$ cat config.mk
export PLATFORM = sky130hd
export DESIGN_NAME = sprdr_top
export DESIGN_NICKNAME = d
export VERILOG_FILES = /design/src/rtl/sprdr_pkg.sv /design/src/rtl/sprdr_top.sv /design/src/rtl/sprdr_rxfmt.sv /design/src/rtl/sprdr_txshift.sv
export SDC_FILE = /design/constraint.sdc
export NUM_CORES = 1
export LEC_CHECK = 0
export CORE_MARGIN = 1.5
export CORE_UTILIZATION = 37
export CTS_CLUSTER_DIAMETER = 120
export DETAILED_ROUTE_END_ITERATION = 10
export DONT_BUFFER_PORTS = 1
export HOLD_SLACK_MARGIN = 0.1
export PLACE_DENSITY = 0.61
export SLEW_MARGIN = 40
export SYNTH_ARGS = -nofsm -noshare
export SYNTH_HDL_FRONTEND = slang
export SYNTH_SLANG_ARGS = --single-unit
$ cat constraint.sdc
create_clock -name MCLK -period 2.26 [get_ports MCLK]
set_input_delay 0.452 -clock MCLK [delete_from_list [all_inputs] [get_ports MCLK]]
set_output_delay 0.452 -clock MCLK [all_outputs]
set_load 0.01 [all_outputs]
$ cat src/rtl/sprdr_pkg.sv
/*
  Constants for the serial port interrupt and DMA register block.
  Assumes an 8-bit register port with byte offsets as listed here.
*/
`default_nettype none
package sprdr_pkg;
  // ****************************************
  // Register offsets
  // ****************************************
  localparam logic [7:0] ADDR_RX_CNT_PTR = 8'hF0;
  localparam logic [7:0] ADDR_RX_ADR_PTR = 8'hF1;
  localparam logic [7:0] ADDR_TX_CNT_PTR = 8'hF2;
  localparam logic [7:0] ADDR_TX_ADR_PTR = 8'hF3;
  localparam logic [7:0] ADDR_VECTOR = 8'hF4;
  localparam logic [7:0] ADDR_MATCH = 8'hF5;
  localparam logic [7:0] ADDR_MASK = 8'hF6;
  localparam logic [7:0] ADDR_FLAGS = 8'hF7;
  localparam logic [7:0] ADDR_HOLDING = 8'hF8;
  localparam logic [7:0] ADDR_CTRL = 8'hF9;
  // ****************************************
  // Mask register fields
  // ****************************************
  localparam int MSK_TXSRC = 7;
  localparam int MSK_RX_BLOCK_DONE = 6;
  localparam int MSK_TX_BLOCK_DONE = 5;
  localparam int MSK_RXERR = 4;
  localparam int MSK_ADDR = 3;
  localparam int MSK_BRK = 2;
  localparam int MSK_RX_DATA_IRQ_ENABLE = 1;
  localparam int MSK_TX_DATA_IRQ_ENABLE = 0;
  // ****************************************
  // Status register fields
  // ****************************************
  localparam int FLG_OVR = 7;
  localparam int FLG_FRM = 6;
  localparam int FLG_PAR = 5;
  localparam int FLG_ADR = 4;
  localparam int FLG_BRK = 3;
  localparam int FLG_DAT = 2;
  localparam int FLG_TBE = 1;
  localparam int FLG_TSE = 0;
  // ****************************************
  // Control register fields (rx dma, tx dma, addressed mode)
  // ****************************************
  localparam int CTL_RXDMA = 4;
  localparam int CTL_TXDMA = 3;
  localparam int CTL_ADRMODE = 0;
  // ****************************************
  // Vector source codes and reset values
  // ****************************************
  localparam logic [1:0] SRC_RXERR = 2'h0;
  localparam logic [1:0] SRC_ADRBRK = 2'h1;
  localparam logic [1:0] SRC_RXDATA = 2'h2;
  localparam logic [1:0] SRC_TXEMPTY = 2'h3;
  localparam logic [7:0] RST_BYTE = 8'h00;
  localparam logic [7:0] RST_FLAGS = 8'h03;
  localparam logic [7:0] ALL_ONES = 8'hFF;
  typedef enum logic [1:0] {SPRDR_TX_IDLE, SPRDR_TX_BUSY} sprdr_txst_t;
endpackage
`default_nettype wire

$ cat src/rtl/sprdr_top.sv
/*
  Interrupt, DMA pointer and buffer registers of a serial port.
  Assumes a receiver that delivers finished words with error status,
  a DMA controller that reports end of block, and an 8-bit register port.
*/
`default_nettype none
module sprdr_top
  import sprdr_pkg::*;
(
  // Clock and reset
  input wire logic MCLK,
  input wire logic RST_N,
  // Register port
  input wire logic [7:0] ADDR,
  input wire logic [7:0] WDATA,
  input wire logic WR,
  input wire logic RD,
  output logic [7:0] RDATA,
  // Receiver word interface
  input wire logic RX_WORD,
  input wire logic [7:0] RX_RAW,
  input wire logic [1:0] RX_WLEN,
  input wire logic RX_FRAME_ERR,
  input wire logic RX_PARITY_ERR,
  input wire logic RX_BREAK,
  // DMA controller
  input wire logic RX_DMA_EOB,
  input wire logic TX_DMA_EOB,
  output logic RX_DMA_REQ,
  output logic TX_DMA_REQ,
  // Interrupt request and serial out
  output logic IRQ,
  output logic TXD_OUT
);
  // ****************************************
  // State
  // ****************************************
  typedef struct packed {
    logic [7:0] rcp;
    logic [7:0] rap;
    logic [7:0] tcp;
    logic [7:0] tap;
    logic [4:0] vbase;
    logic [7:0] cmp;
    logic [7:0] mask;
    logic [7:0] flags;
    logic [7:0] ctrl;
    logic [7:0] rxbuf;
    logic [7:0] txbuf;
    logic txfull;
    logic addressed;
    logic rxunread;
    logic [7:0] rdata;
    logic [7:0] bdiv;
  } sprdr_st_t;
  localparam logic [7:0] BIT_DIV = 8'h0F;
  sprdr_st_t s_q, s_d;
  logic [7:0] rx_word;
  logic rx_hit;
  logic sh_busy, sh_done, sh_load, bit_en;
  logic rx_err_irq, adr_irq, rx_dat_irq, tx_irq;
  logic [1:0] src;
  logic [7:0] vec_rd;
  logic wsel, rsel;
  // ****************************************
  // Submodules
  // ****************************************
  sprdr_rxfmt u_fmt (
    .raw(RX_RAW),
    .wlen(RX_WLEN),
    .cmp(s_q.cmp),
    .word(rx_word),
    .hit(rx_hit)
  );
  sprdr_txshift u_sh (
    .clk(MCLK),
    .rst_n(RST_N),
    .bit_en(bit_en),
    .load(sh_load),
    .data(s_q.txbuf),
    .busy(sh_busy),
    .done(sh_done),
    .serial(TXD_OUT)
  );
  // Bit rate enable
  assign bit_en = (s_q.bdiv == BIT_DIV);
  // Transmit buffer moves to shifter when free
  assign sh_load = s_q.txfull && !sh_busy;
  // ****************************************
  // Interrupt sources and vector code
  // ****************************************
  always_comb begin
    rx_err_irq = s_q.mask[MSK_RXERR] &&
      (s_q.flags[FLG_OVR] || s_q.flags[FLG_FRM] || s_q.flags[FLG_PAR]);
    adr_irq = (s_q.mask[MSK_ADDR] && s_q.flags[FLG_ADR]) ||
      (s_q.mask[MSK_BRK] && s_q.flags[FLG_BRK]);
    // End of block stands in for data pending while DMA runs
    if (s_q.ctrl[CTL_RXDMA]) begin
      rx_dat_irq = s_q.mask[MSK_RX_DATA_IRQ_ENABLE] && s_q.mask[MSK_RX_BLOCK_DONE];
    end else begin
      rx_dat_irq = s_q.mask[MSK_RX_DATA_IRQ_ENABLE] &&
        (s_q.flags[FLG_DAT] || s_q.mask[MSK_RX_BLOCK_DONE]);
    end
    if (s_q.ctrl[CTL_TXDMA]) begin
      tx_irq = s_q.mask[MSK_TX_DATA_IRQ_ENABLE] && s_q.mask[MSK_TX_BLOCK_DONE];
    end else if (s_q.mask[MSK_TXSRC]) begin
      tx_irq = s_q.mask[MSK_TX_DATA_IRQ_ENABLE] &&
        (s_q.flags[FLG_TBE] || s_q.mask[MSK_TX_BLOCK_DONE]);
    end else begin
      tx_irq = s_q.mask[MSK_TX_DATA_IRQ_ENABLE] &&
        (s_q.flags[FLG_TSE] || s_q.mask[MSK_TX_BLOCK_DONE]);
    end
    // Receive before transmit; errors first among receive
    if (rx_err_irq) begin
      src = SRC_RXERR;
    end else if (adr_irq) begin
      src = SRC_ADRBRK;
    end else if (rx_dat_irq) begin
      src = SRC_RXDATA;
    end else begin
      src = SRC_TXEMPTY;
    end
    vec_rd = {s_q.vbase, src, 1'b0};
  end
  assign IRQ = rx_err_irq || adr_irq || rx_dat_irq || tx_irq;
  // DMA requests ignore the data masks, receive first
  assign RX_DMA_REQ = s_q.ctrl[CTL_RXDMA] && s_q.flags[FLG_DAT];
  assign TX_DMA_REQ = s_q.ctrl[CTL_TXDMA] && s_q.flags[FLG_TBE] &&
    !RX_DMA_REQ;
  assign wsel = WR && (ADDR == ADDR_HOLDING);
  assign rsel = RD && (ADDR == ADDR_HOLDING);
  // ****************************************
  // Next state
  // ****************************************
  always_comb begin
    s_d = s_q;
    // Divider restarts on a load so the start bit lasts a whole bit time
    s_d.bdiv = (bit_en || sh_load) ? RST_BYTE : s_q.bdiv + 8'h01;
    // Software writes
    if (WR) begin
      unique case (ADDR)
        ADDR_RX_CNT_PTR: s_d.rcp = WDATA;
        ADDR_RX_ADR_PTR: s_d.rap = WDATA;
        ADDR_TX_CNT_PTR: s_d.tcp = WDATA;
        ADDR_TX_ADR_PTR: s_d.tap = WDATA;
        ADDR_VECTOR: s_d.vbase = WDATA[7:3];
        ADDR_MATCH: s_d.cmp = WDATA;
        ADDR_MASK: begin
          s_d.mask = WDATA;
          // End-of-block bits only clear from software
          s_d.mask[MSK_RX_BLOCK_DONE] = s_q.mask[MSK_RX_BLOCK_DONE] & WDATA[MSK_RX_BLOCK_DONE];
          s_d.mask[MSK_TX_BLOCK_DONE] = s_q.mask[MSK_TX_BLOCK_DONE] & WDATA[MSK_TX_BLOCK_DONE];
        end
        ADDR_FLAGS: s_d.flags = s_q.flags & WDATA;
        ADDR_HOLDING: begin
          s_d.txbuf = WDATA;
          s_d.txfull = 1'b1;
        end
        ADDR_CTRL: s_d.ctrl = WDATA;
        default: ;
      endcase
    end
    // Transmit side
    if (sh_load) begin
      s_d.txfull = wsel;
    end
    s_d.flags[FLG_TBE] = s_d.flags[FLG_TBE] | !s_d.txfull;
    if (sh_done && !s_d.txfull) begin
      s_d.flags[FLG_TSE] = 1'b1;
    end
    if (wsel) begin
      s_d.flags[FLG_TSE] = 1'b0;
    end
    // Receive side: hardware sets win over software clears
    if (RX_BREAK) begin
      s_d.flags[FLG_BRK] = 1'b1;
    end
    // A read of the receive buffer marks the word as taken
    if (rsel) begin
      s_d.rxunread = 1'b0;
    end
    if (RX_WORD) begin
      if (RX_FRAME_ERR) begin
        s_d.flags[FLG_FRM] = 1'b1;
      end
      if (RX_PARITY_ERR) begin
        s_d.flags[FLG_PAR] = 1'b1;
      end
      if (s_q.ctrl[CTL_ADRMODE] && rx_hit && !RX_FRAME_ERR) begin
        s_d.flags[FLG_ADR] = 1'b1;
        s_d.addressed = 1'b1;
      end else if (!s_q.ctrl[CTL_ADRMODE] || s_q.addressed || RX_FRAME_ERR) begin
        s_d.rxbuf = rx_word;
        s_d.flags[FLG_DAT] = 1'b1;
        if (s_q.rxunread && !rsel) begin
          s_d.flags[FLG_OVR] = 1'b1;
        end
        s_d.rxunread = 1'b1;
      end
    end
    if (!s_q.ctrl[CTL_ADRMODE]) begin
      s_d.addressed = 1'b0;
    end
    // Block end clears DMA enable and flags end of block
    if (RX_DMA_EOB) begin
      s_d.ctrl[CTL_RXDMA] = 1'b0;
      s_d.mask[MSK_RX_BLOCK_DONE] = 1'b1;
    end
    if (TX_DMA_EOB) begin
      s_d.ctrl[CTL_TXDMA] = 1'b0;
      s_d.mask[MSK_TX_BLOCK_DONE] = 1'b1;
    end
    // Read data, one cycle later; unmapped reads zero
    s_d.rdata = RST_BYTE;
    if (RD) begin
      unique case (ADDR)
        ADDR_RX_CNT_PTR: s_d.rdata = s_q.rcp;
        ADDR_RX_ADR_PTR: s_d.rdata = s_q.rap;
        ADDR_TX_CNT_PTR: s_d.rdata = s_q.tcp;
        ADDR_TX_ADR_PTR: s_d.rdata = s_q.tap;
        ADDR_VECTOR: s_d.rdata = vec_rd;
        ADDR_MATCH: s_d.rdata = s_q.cmp;
        ADDR_MASK: s_d.rdata = s_q.mask;
        ADDR_FLAGS: s_d.rdata = s_q.flags;
        ADDR_HOLDING: s_d.rdata = s_q.rxbuf;
        ADDR_CTRL: s_d.rdata = s_q.ctrl;
        default: s_d.rdata = RST_BYTE;
      endcase
    end
  end
  // State register
  always_ff @(posedge MCLK or negedge RST_N) begin
    if (!RST_N) begin
      s_q <= '{RST_BYTE, RST_BYTE, RST_BYTE, RST_BYTE, 5'h00, RST_BYTE, RST_BYTE,
        RST_FLAGS, RST_BYTE, ALL_ONES, RST_BYTE, 1'b0, 1'b0, 1'b0, RST_BYTE, RST_BYTE};
    end else begin
      s_q <= s_d;
    end
  end
  assign RDATA = s_q.rdata;
  // ****************************************
  // Checks
  // ****************************************
  a_vec_zero_bit: assert property (@(posedge MCLK) disable iff (!RST_N)
    RD && ADDR == ADDR_VECTOR |=> !RDATA[0]) else $error("vector bit 0 not zero");
  a_flag_no_set: assert property (@(posedge MCLK) disable iff (!RST_N)
    WR && ADDR == ADDR_FLAGS && !WDATA[FLG_BRK] && !RX_BREAK |=> !s_q.flags[FLG_BRK])
    else $error("flag write failed to clear");
  a_rx_block_done_sticky: assert property (@(posedge MCLK) disable iff (!RST_N)
    s_q.mask[MSK_RX_BLOCK_DONE] && !(WR && ADDR == ADDR_MASK) |=> s_q.mask[MSK_RX_BLOCK_DONE])
    else $error("rx end of block dropped");
  a_tx_block_done_set: assert property (@(posedge MCLK) disable iff (!RST_N)
    TX_DMA_EOB |=> s_q.mask[MSK_TX_BLOCK_DONE] && !s_q.ctrl[CTL_TXDMA])
    else $error("tx end of block not set");
  a_overrun_set: assert property (@(posedge MCLK) disable iff (!RST_N)
    RX_WORD && !s_q.ctrl[CTL_ADRMODE] && s_q.rxunread && !rsel
    |=> s_q.flags[FLG_OVR]) else $error("overrun missed");
  a_break_set: assert property (@(posedge MCLK) disable iff (!RST_N)
    RX_BREAK |=> s_q.flags[FLG_BRK]) else $error("break missed");
  a_err_gate: assert property (@(posedge MCLK) disable iff (!RST_N)
    !s_q.mask[MSK_RXERR] |-> !rx_err_irq) else $error("masked error request");
  a_rxdma_prio: assert property (@(posedge MCLK) disable iff (!RST_N)
    RX_DMA_REQ |-> !TX_DMA_REQ) else $error("dma priority broken");
  a_data_load: assert property (@(posedge MCLK) disable iff (!RST_N)
    RX_WORD && !s_q.ctrl[CTL_ADRMODE] |=> s_q.rxbuf == $past(rx_word))
    else $error("buffer not loaded");
  // Receive flags follow their events
  a_frame_set: assert property (@(posedge MCLK) disable iff (!RST_N)
    RX_WORD && RX_FRAME_ERR |=> s_q.flags[FLG_FRM])
    else $error("framing flag missed");
  a_parity_set: assert property (@(posedge MCLK) disable iff (!RST_N)
    RX_WORD && RX_PARITY_ERR |=> s_q.flags[FLG_PAR])
    else $error("parity flag missed");
  a_data_flag: assert property (@(posedge MCLK) disable iff (!RST_N)
    RX_WORD && !s_q.ctrl[CTL_ADRMODE] |=> s_q.flags[FLG_DAT])
    else $error("data flag missed");
  // Addressed modes: match flag, then words stored
  a_match_set: assert property (@(posedge MCLK) disable iff (!RST_N)
    RX_WORD && s_q.ctrl[CTL_ADRMODE] && rx_hit && !RX_FRAME_ERR |=> s_q.flags[FLG_ADR])
    else $error("address match missed");
  a_addr_store: assert property (@(posedge MCLK) disable iff (!RST_N)
    RX_WORD && s_q.ctrl[CTL_ADRMODE] && s_q.addressed && !rx_hit
    |=> s_q.rxbuf == $past(rx_word)) else $error("addressed word not stored");
  // Transmit side: buffer empty flag, load and shifter empty
  a_tbe_empty: assert property (@(posedge MCLK) disable iff (!RST_N)
    !s_q.txfull |-> s_q.flags[FLG_TBE]) else $error("buffer empty flag low while empty");
  a_tx_load: assert property (@(posedge MCLK) disable iff (!RST_N)
    sh_load && !wsel |=> !s_q.txfull && sh_busy)
    else $error("holding byte not moved to shifter");
  a_tse_set: assert property (@(posedge MCLK) disable iff (!RST_N)
    sh_done && !s_q.txfull && !wsel |=> s_q.flags[FLG_TSE])
    else $error("shifter empty flag missed");
  // End of block, DMA substitution and vector contents
  a_rx_block_done_set: assert property (@(posedge MCLK) disable iff (!RST_N)
    RX_DMA_EOB |=> s_q.mask[MSK_RX_BLOCK_DONE] && !s_q.ctrl[CTL_RXDMA])
    else $error("rx end of block not set");
  a_rx_block_done_clear: assert property (@(posedge MCLK) disable iff (!RST_N)
    WR && ADDR == ADDR_MASK && !WDATA[MSK_RX_BLOCK_DONE] && !RX_DMA_EOB |=> !s_q.mask[MSK_RX_BLOCK_DONE])
    else $error("rx end of block not cleared");
  a_dma_sub: assert property (@(posedge MCLK) disable iff (!RST_N)
    s_q.ctrl[CTL_RXDMA] && !s_q.mask[MSK_RX_BLOCK_DONE] |-> !rx_dat_irq)
    else $error("data request while rx dma runs");
  a_err_vector: assert property (@(posedge MCLK) disable iff (!RST_N)
    RD && ADDR == ADDR_VECTOR && rx_err_irq |=> RDATA[2:1] == SRC_RXERR)
    else $error("vector code not receive error");
  a_vec_base: assert property (@(posedge MCLK) disable iff (!RST_N)
    RD && ADDR == ADDR_VECTOR |=> RDATA[7:3] == $past(s_q.vbase))
    else $error("vector base not returned");
  // ****************************************
  // Coverage
  // ****************************************
  // Main scenarios reached
  c_tx_load: cover property (@(posedge MCLK) disable iff (!RST_N) sh_load);
  c_addr_hit: cover property (@(posedge MCLK) disable iff (!RST_N) s_d.flags[FLG_ADR]);
  c_rx_eob: cover property (@(posedge MCLK) disable iff (!RST_N) RX_DMA_EOB);
  c_tx_done: cover property (@(posedge MCLK) disable iff (!RST_N) sh_done);
  c_overrun: cover property (@(posedge MCLK) disable iff (!RST_N) s_q.flags[FLG_OVR]);
endmodule
`default_nettype wire

$ cat src/rtl/sprdr_rxfmt.sv
/*
  Receive word formatter: pads short characters with ones, checks the match.
  Assumes word length code 0..3 meaning 5..8 data bits.
*/
`default_nettype none
module sprdr_rxfmt
  import sprdr_pkg::*;
(
  // Raw word
  input wire logic [7:0] raw,
  input wire logic [1:0] wlen,
  input wire logic [7:0] cmp,
  // Result
  output logic [7:0] word,
  output logic hit
);
  // Unused upper bits read as one
  always_comb begin
    word = raw;
    for (int i = 5; i < 8; i++) begin
      if (i > 32'(wlen) + 4) begin
        word[i] = 1'b1;
      end
    end
    hit = (word == cmp);
  end
endmodule
`default_nettype wire

$ cat src/rtl/sprdr_txshift.sv
/*
  Transmit shift timing stand-in: holds a loaded byte for a word time.
  Assumes one-cycle bit enable from the parent's divider.
*/
`default_nettype none
module sprdr_txshift
  import sprdr_pkg::*;
(
  // Clock and reset
  input wire logic clk,
  input wire logic rst_n,
  // Load side
  input wire logic bit_en,
  input wire logic load,
  input wire logic [7:0] data,
  // Status
  output logic busy,
  output logic done,
  output logic serial
);
  typedef struct packed {
    sprdr_txst_t st;
    logic [9:0] sh;
    logic [3:0] cnt;
    logic done;
  } sprdr_ts_t;
  localparam logic [3:0] WORD_BITS = 4'hA;
  sprdr_ts_t s_q, s_d;
  // Next state
  always_comb begin
    s_d = s_q;
    s_d.done = 1'b0;
    unique case (s_q.st)
      SPRDR_TX_IDLE: begin
        if (load) begin
          s_d.st = SPRDR_TX_BUSY;
          s_d.sh = {1'b1, data, 1'b0};
          s_d.cnt = WORD_BITS;
        end
      end
      SPRDR_TX_BUSY: begin
        if (bit_en) begin
          s_d.sh = {1'b1, s_q.sh[9:1]};
          s_d.cnt = s_q.cnt - 4'h1;
          if (s_q.cnt == 4'h1) begin
            s_d.st = SPRDR_TX_IDLE;
            s_d.done = 1'b1;
          end
        end
      end
      default: s_d.st = SPRDR_TX_IDLE;
    endcase
  end
  // State register
  always_ff @(posedge clk or negedge rst_n) begin
    if (!rst_n) begin
      s_q <= '{SPRDR_TX_IDLE, 10'h3FF, 4'h0, 1'b0};
    end else begin
      s_q <= s_d;
    end
  end
  assign busy = (s_q.st == SPRDR_TX_BUSY);
  assign done = s_q.done;
  assign serial = s_q.sh[0];
endmodule
`default_nettype wire

==> out/results.txt <==
CTS root buffer: clkbuf_16
reg2reg end: u_sh.s_q[1]$_DFFE_PN0P_
YS warnings: 0
Hold WS: -0.2820 ns
async set-reset flop share out of synthesis: 100.0%
initial antenna violation count: 0
Pins Over Slew Limit: 0
DIE AREA: 16330 um^2
final hold vios: 120
Worst-Skew Late Latency: 0.44 ns
PortBufs: 0
largest area contributor in the netlist: dfrtp_1
fraction of layout cells with a size suffix above 1: 32.39%
Seq cells post-synth: 120
largest net degree at the start of global routing: 121
Die H: 127.8 um
worst hold path class: input pin to async pin
Pint: 4541 uW
status: finished with violations
reg2reg path depth: 5
switching power: 1181 uW
Post-Synth Simple-Gate Area: 11.35%
Post-CTS Setup Inserts: 0
Crit path max-delay family: compound AO/OA/AOI/OAI gates
Clk pin slew, worst setup/hold paths: 0.05 ns
Synth Area in XOR/XNOR: 1.976%
first-pass GRT wire length: 22.54 mm
Max-cap violations: 0
pwr dens: 870.8 nW/um^2
failing checks: hold timing
via density per instance: 5.616
Fmax: 479.2 MHz
ANT cells: 0
setup_tns: 0 ns
Buffers & Inverters on Critical Path: 0
level count of the clock H-tree: 4
maximum root-to-sink buffer count: 2
first-pass iteration count of the detailed router: 5
total power: 5722 uW
row count: 45
post-route ant nets: 0
DRT Wirelength: 13.99 mm
share of the synthesized area in the top cell type: 43.42%
cts repair resizes: 0
Main synth FF type: dfrtp_1
number of enable flip-flop cells after synthesis: 0
syn nets: 524
# DRC: 0
wire per inst: 20.52 um
vias in the first global route: 3948
reg2reg start: s_q[4]$_DFF_PN0_
mean post-synth cell area: 11.88 um^2
Adder-Cell Fraction of Synth Area: 0.6513%
cell count after placement: 648
unique cell type count in the Yosys netlist: 57
RSZ-0062 raised after global routing: false
sequential power share: 40.0%
Critical Path Source Type: flop
ranking of synthesized cells by area: dfrtp_1 (43%), mux2_2 (16%), dfstp_2 (9.1%)
top-count cell post-synth: dfrtp_1
fraction of power spent switching nets: 20.64%
Die Width: 127.8 um
Comb power frac: 3.7%
number of DRC markers in iteration 0: 378
Worst slew margin: 64.17%
endpoint type of the worst setup path: output pin
fin cells: 682
Final HPWL DP: 9.577 mm
Setup Skew: 0.01020 ns
crit share post-route: 92.34%
complex-gate fraction of the synthesized area: 9.488%
Nets: 520
Required @ worst endpoint: 1.81 ns
Slowest cell on crit path: o31ai_1
Worst Tran Pin Value: 0.5326 ns
cts-stage hold buffer count: 2
worst-path fanout max: 3
CTS tree: done
sequential share of the synthesized area: 52.54%
global-route usage over all layers: 18.65%
Worst VDD drop: 0.5818 mV
Synth Cell Area: 5763 um^2
WP data arrival: 1.63 ns
via count: 3830
cell count after synthesis: 485
Initial Util: 37.91%
core area: 15200 um^2
gpl congestion: 0.8976
CP peak stage delay: 0.47 ns
Leak: 0.002902 uW
Synth-to-Final Area Change: 14.03%
clock group share of total power: 56.4%
Crit Path Category: flop to output pin
Clock Sinks: 120
grt ovf: 0
post-synthesis mux area share: 19.71%
CTS Buf Count: 17
final setup vio count: 0
Ports: 48
largest family of logic cells by synthesized area: multiplexers
commonest cells in the netlist: dfrtp_1 (100), mux2_2 (82), nand2_1 (34), o21ai_0 (23), nor2_1 (22)
critical path cell sequence: o31ai_1, nand4_1
flop-to-flop setup slack: 0.43 ns
Tmin final: 2.087 ns
-- per-stage QoR --
step	hold WS, ns	setup slack (ns)	util (%)	cell area, um^2
6_report	-0.2820	0.1732	43.23	6571
5_1_grt	-0.3053	0.06178	43.23	6571
4_1_cts	-0.3033	0.1852	43.23	6571
3_5_place_dp	0.1596	0.2500	38.50	5853
3_3_place_gp	0.1592	0.3155	38.50	5853
2_1_floorplan	0.1564	0.5664	-	5763
-- routing by layer --
layer | GRT usage (%) | vias up | share of wire (%)
met5 | 0 | - | 0
met4 | 6.345 | 0 | 1.9
met3 | 7.220 | 21 | 6.6
met2 | 27.99 | 125 | 47
met1 | 24.74 | 1958 | 45
li1 | - | 1726 | -
-- sequential cells by signal, summed over array words and instances (netlist names) --
signal       flops
RDATA            8
s_q             96
u_sh.done        1
u_sh.s_q        14
u_sh.serial      1
-- placed cells by master (no fill, tap or decap), types with 3 or more instances in the layout --
cell	n
dfstp_2	20
a31oi_1	3
o22ai_1	7
a21oi_1	19
nor2b_1	10
a32oi_1	3
clkinvlp_4	6
nor3_1	3
nand3_1	16
dfrtp_1	100
clkbuf_16	17
a22oi_1	7
buf_4	8
nand2b_1	9
nand2_1	34
nor2_1	22
xnor2_1	5
mux2_2	82
o21ai_0	23
mux4_2	5
ha_1	3
xor2_1	8
mux2i_1	10
and2_1	3
nor2_2	3
nand3_2	5
and3_1	5
bufinv_16	7
inv_1	11
-- how the worst max path moves through the flow --
| stage | from | end | cells after the start |
|---|---|---|---|
| 3_3_place_gp | ADDR[6] | s_q[58]$_DFFE_PN0P_ | 4 |
| 2_1_floorplan | ADDR[6] | s_q[51]$_DFFE_PN0P_ | 6 |
| 6_report | s_q[49]$_DFF_PN0_ | IRQ | 2 |
| 5_1_grt | s_q[48]$_DFF_PN0_ | IRQ | 2 |
| 3_5_place_dp | ADDR[6] | s_q[86]$_DFFE_PN0P_ | 5 |
| 4_1_cts | s_q[49]$_DFF_PN0_ | IRQ | 2 |
-- cells by family (layout without fill, tap and decap cells) --
| group | count (synthesis) | count (layout) |
|---|---|---|
| xor gates and xnor gates | 13 | 13 |
| muxes | 97 | 97 |
| buffers and inverters | 44 | 53 |
| DFF | 120 | 120 |
| adders and majority gates | 3 | 3 |
| AOI/OAI and AO/OA | 85 | 85 |
| and+or+nand+nor | 123 | 123 |
-- power groups by stage --
stage | Sequential (uW) | Combinational [uW] | Clock, uW
floorplan | 2300 | 205 | 0
finish | 2290 | 210 | 3230
detailed placement | 2320 | 205 | 0
global route | 2290 | 228 | 3380
global placement | 2320 | 201 | 0
CTS | 2290 | 210 | 3270
-- layout make-up --
class | count | area [um^2]
clock buffer | 17 | 425.4
inverter | 11 | 41.29
tap | 188 | 235.2
fill | 1413 | 8631
timing repair buffer | 10 | 80.08
clock inverter | 15 | 272.8
sequential | 120 | 3028
multi-input combinational | 321 | 2489
(Power assumes the default switching activity.)
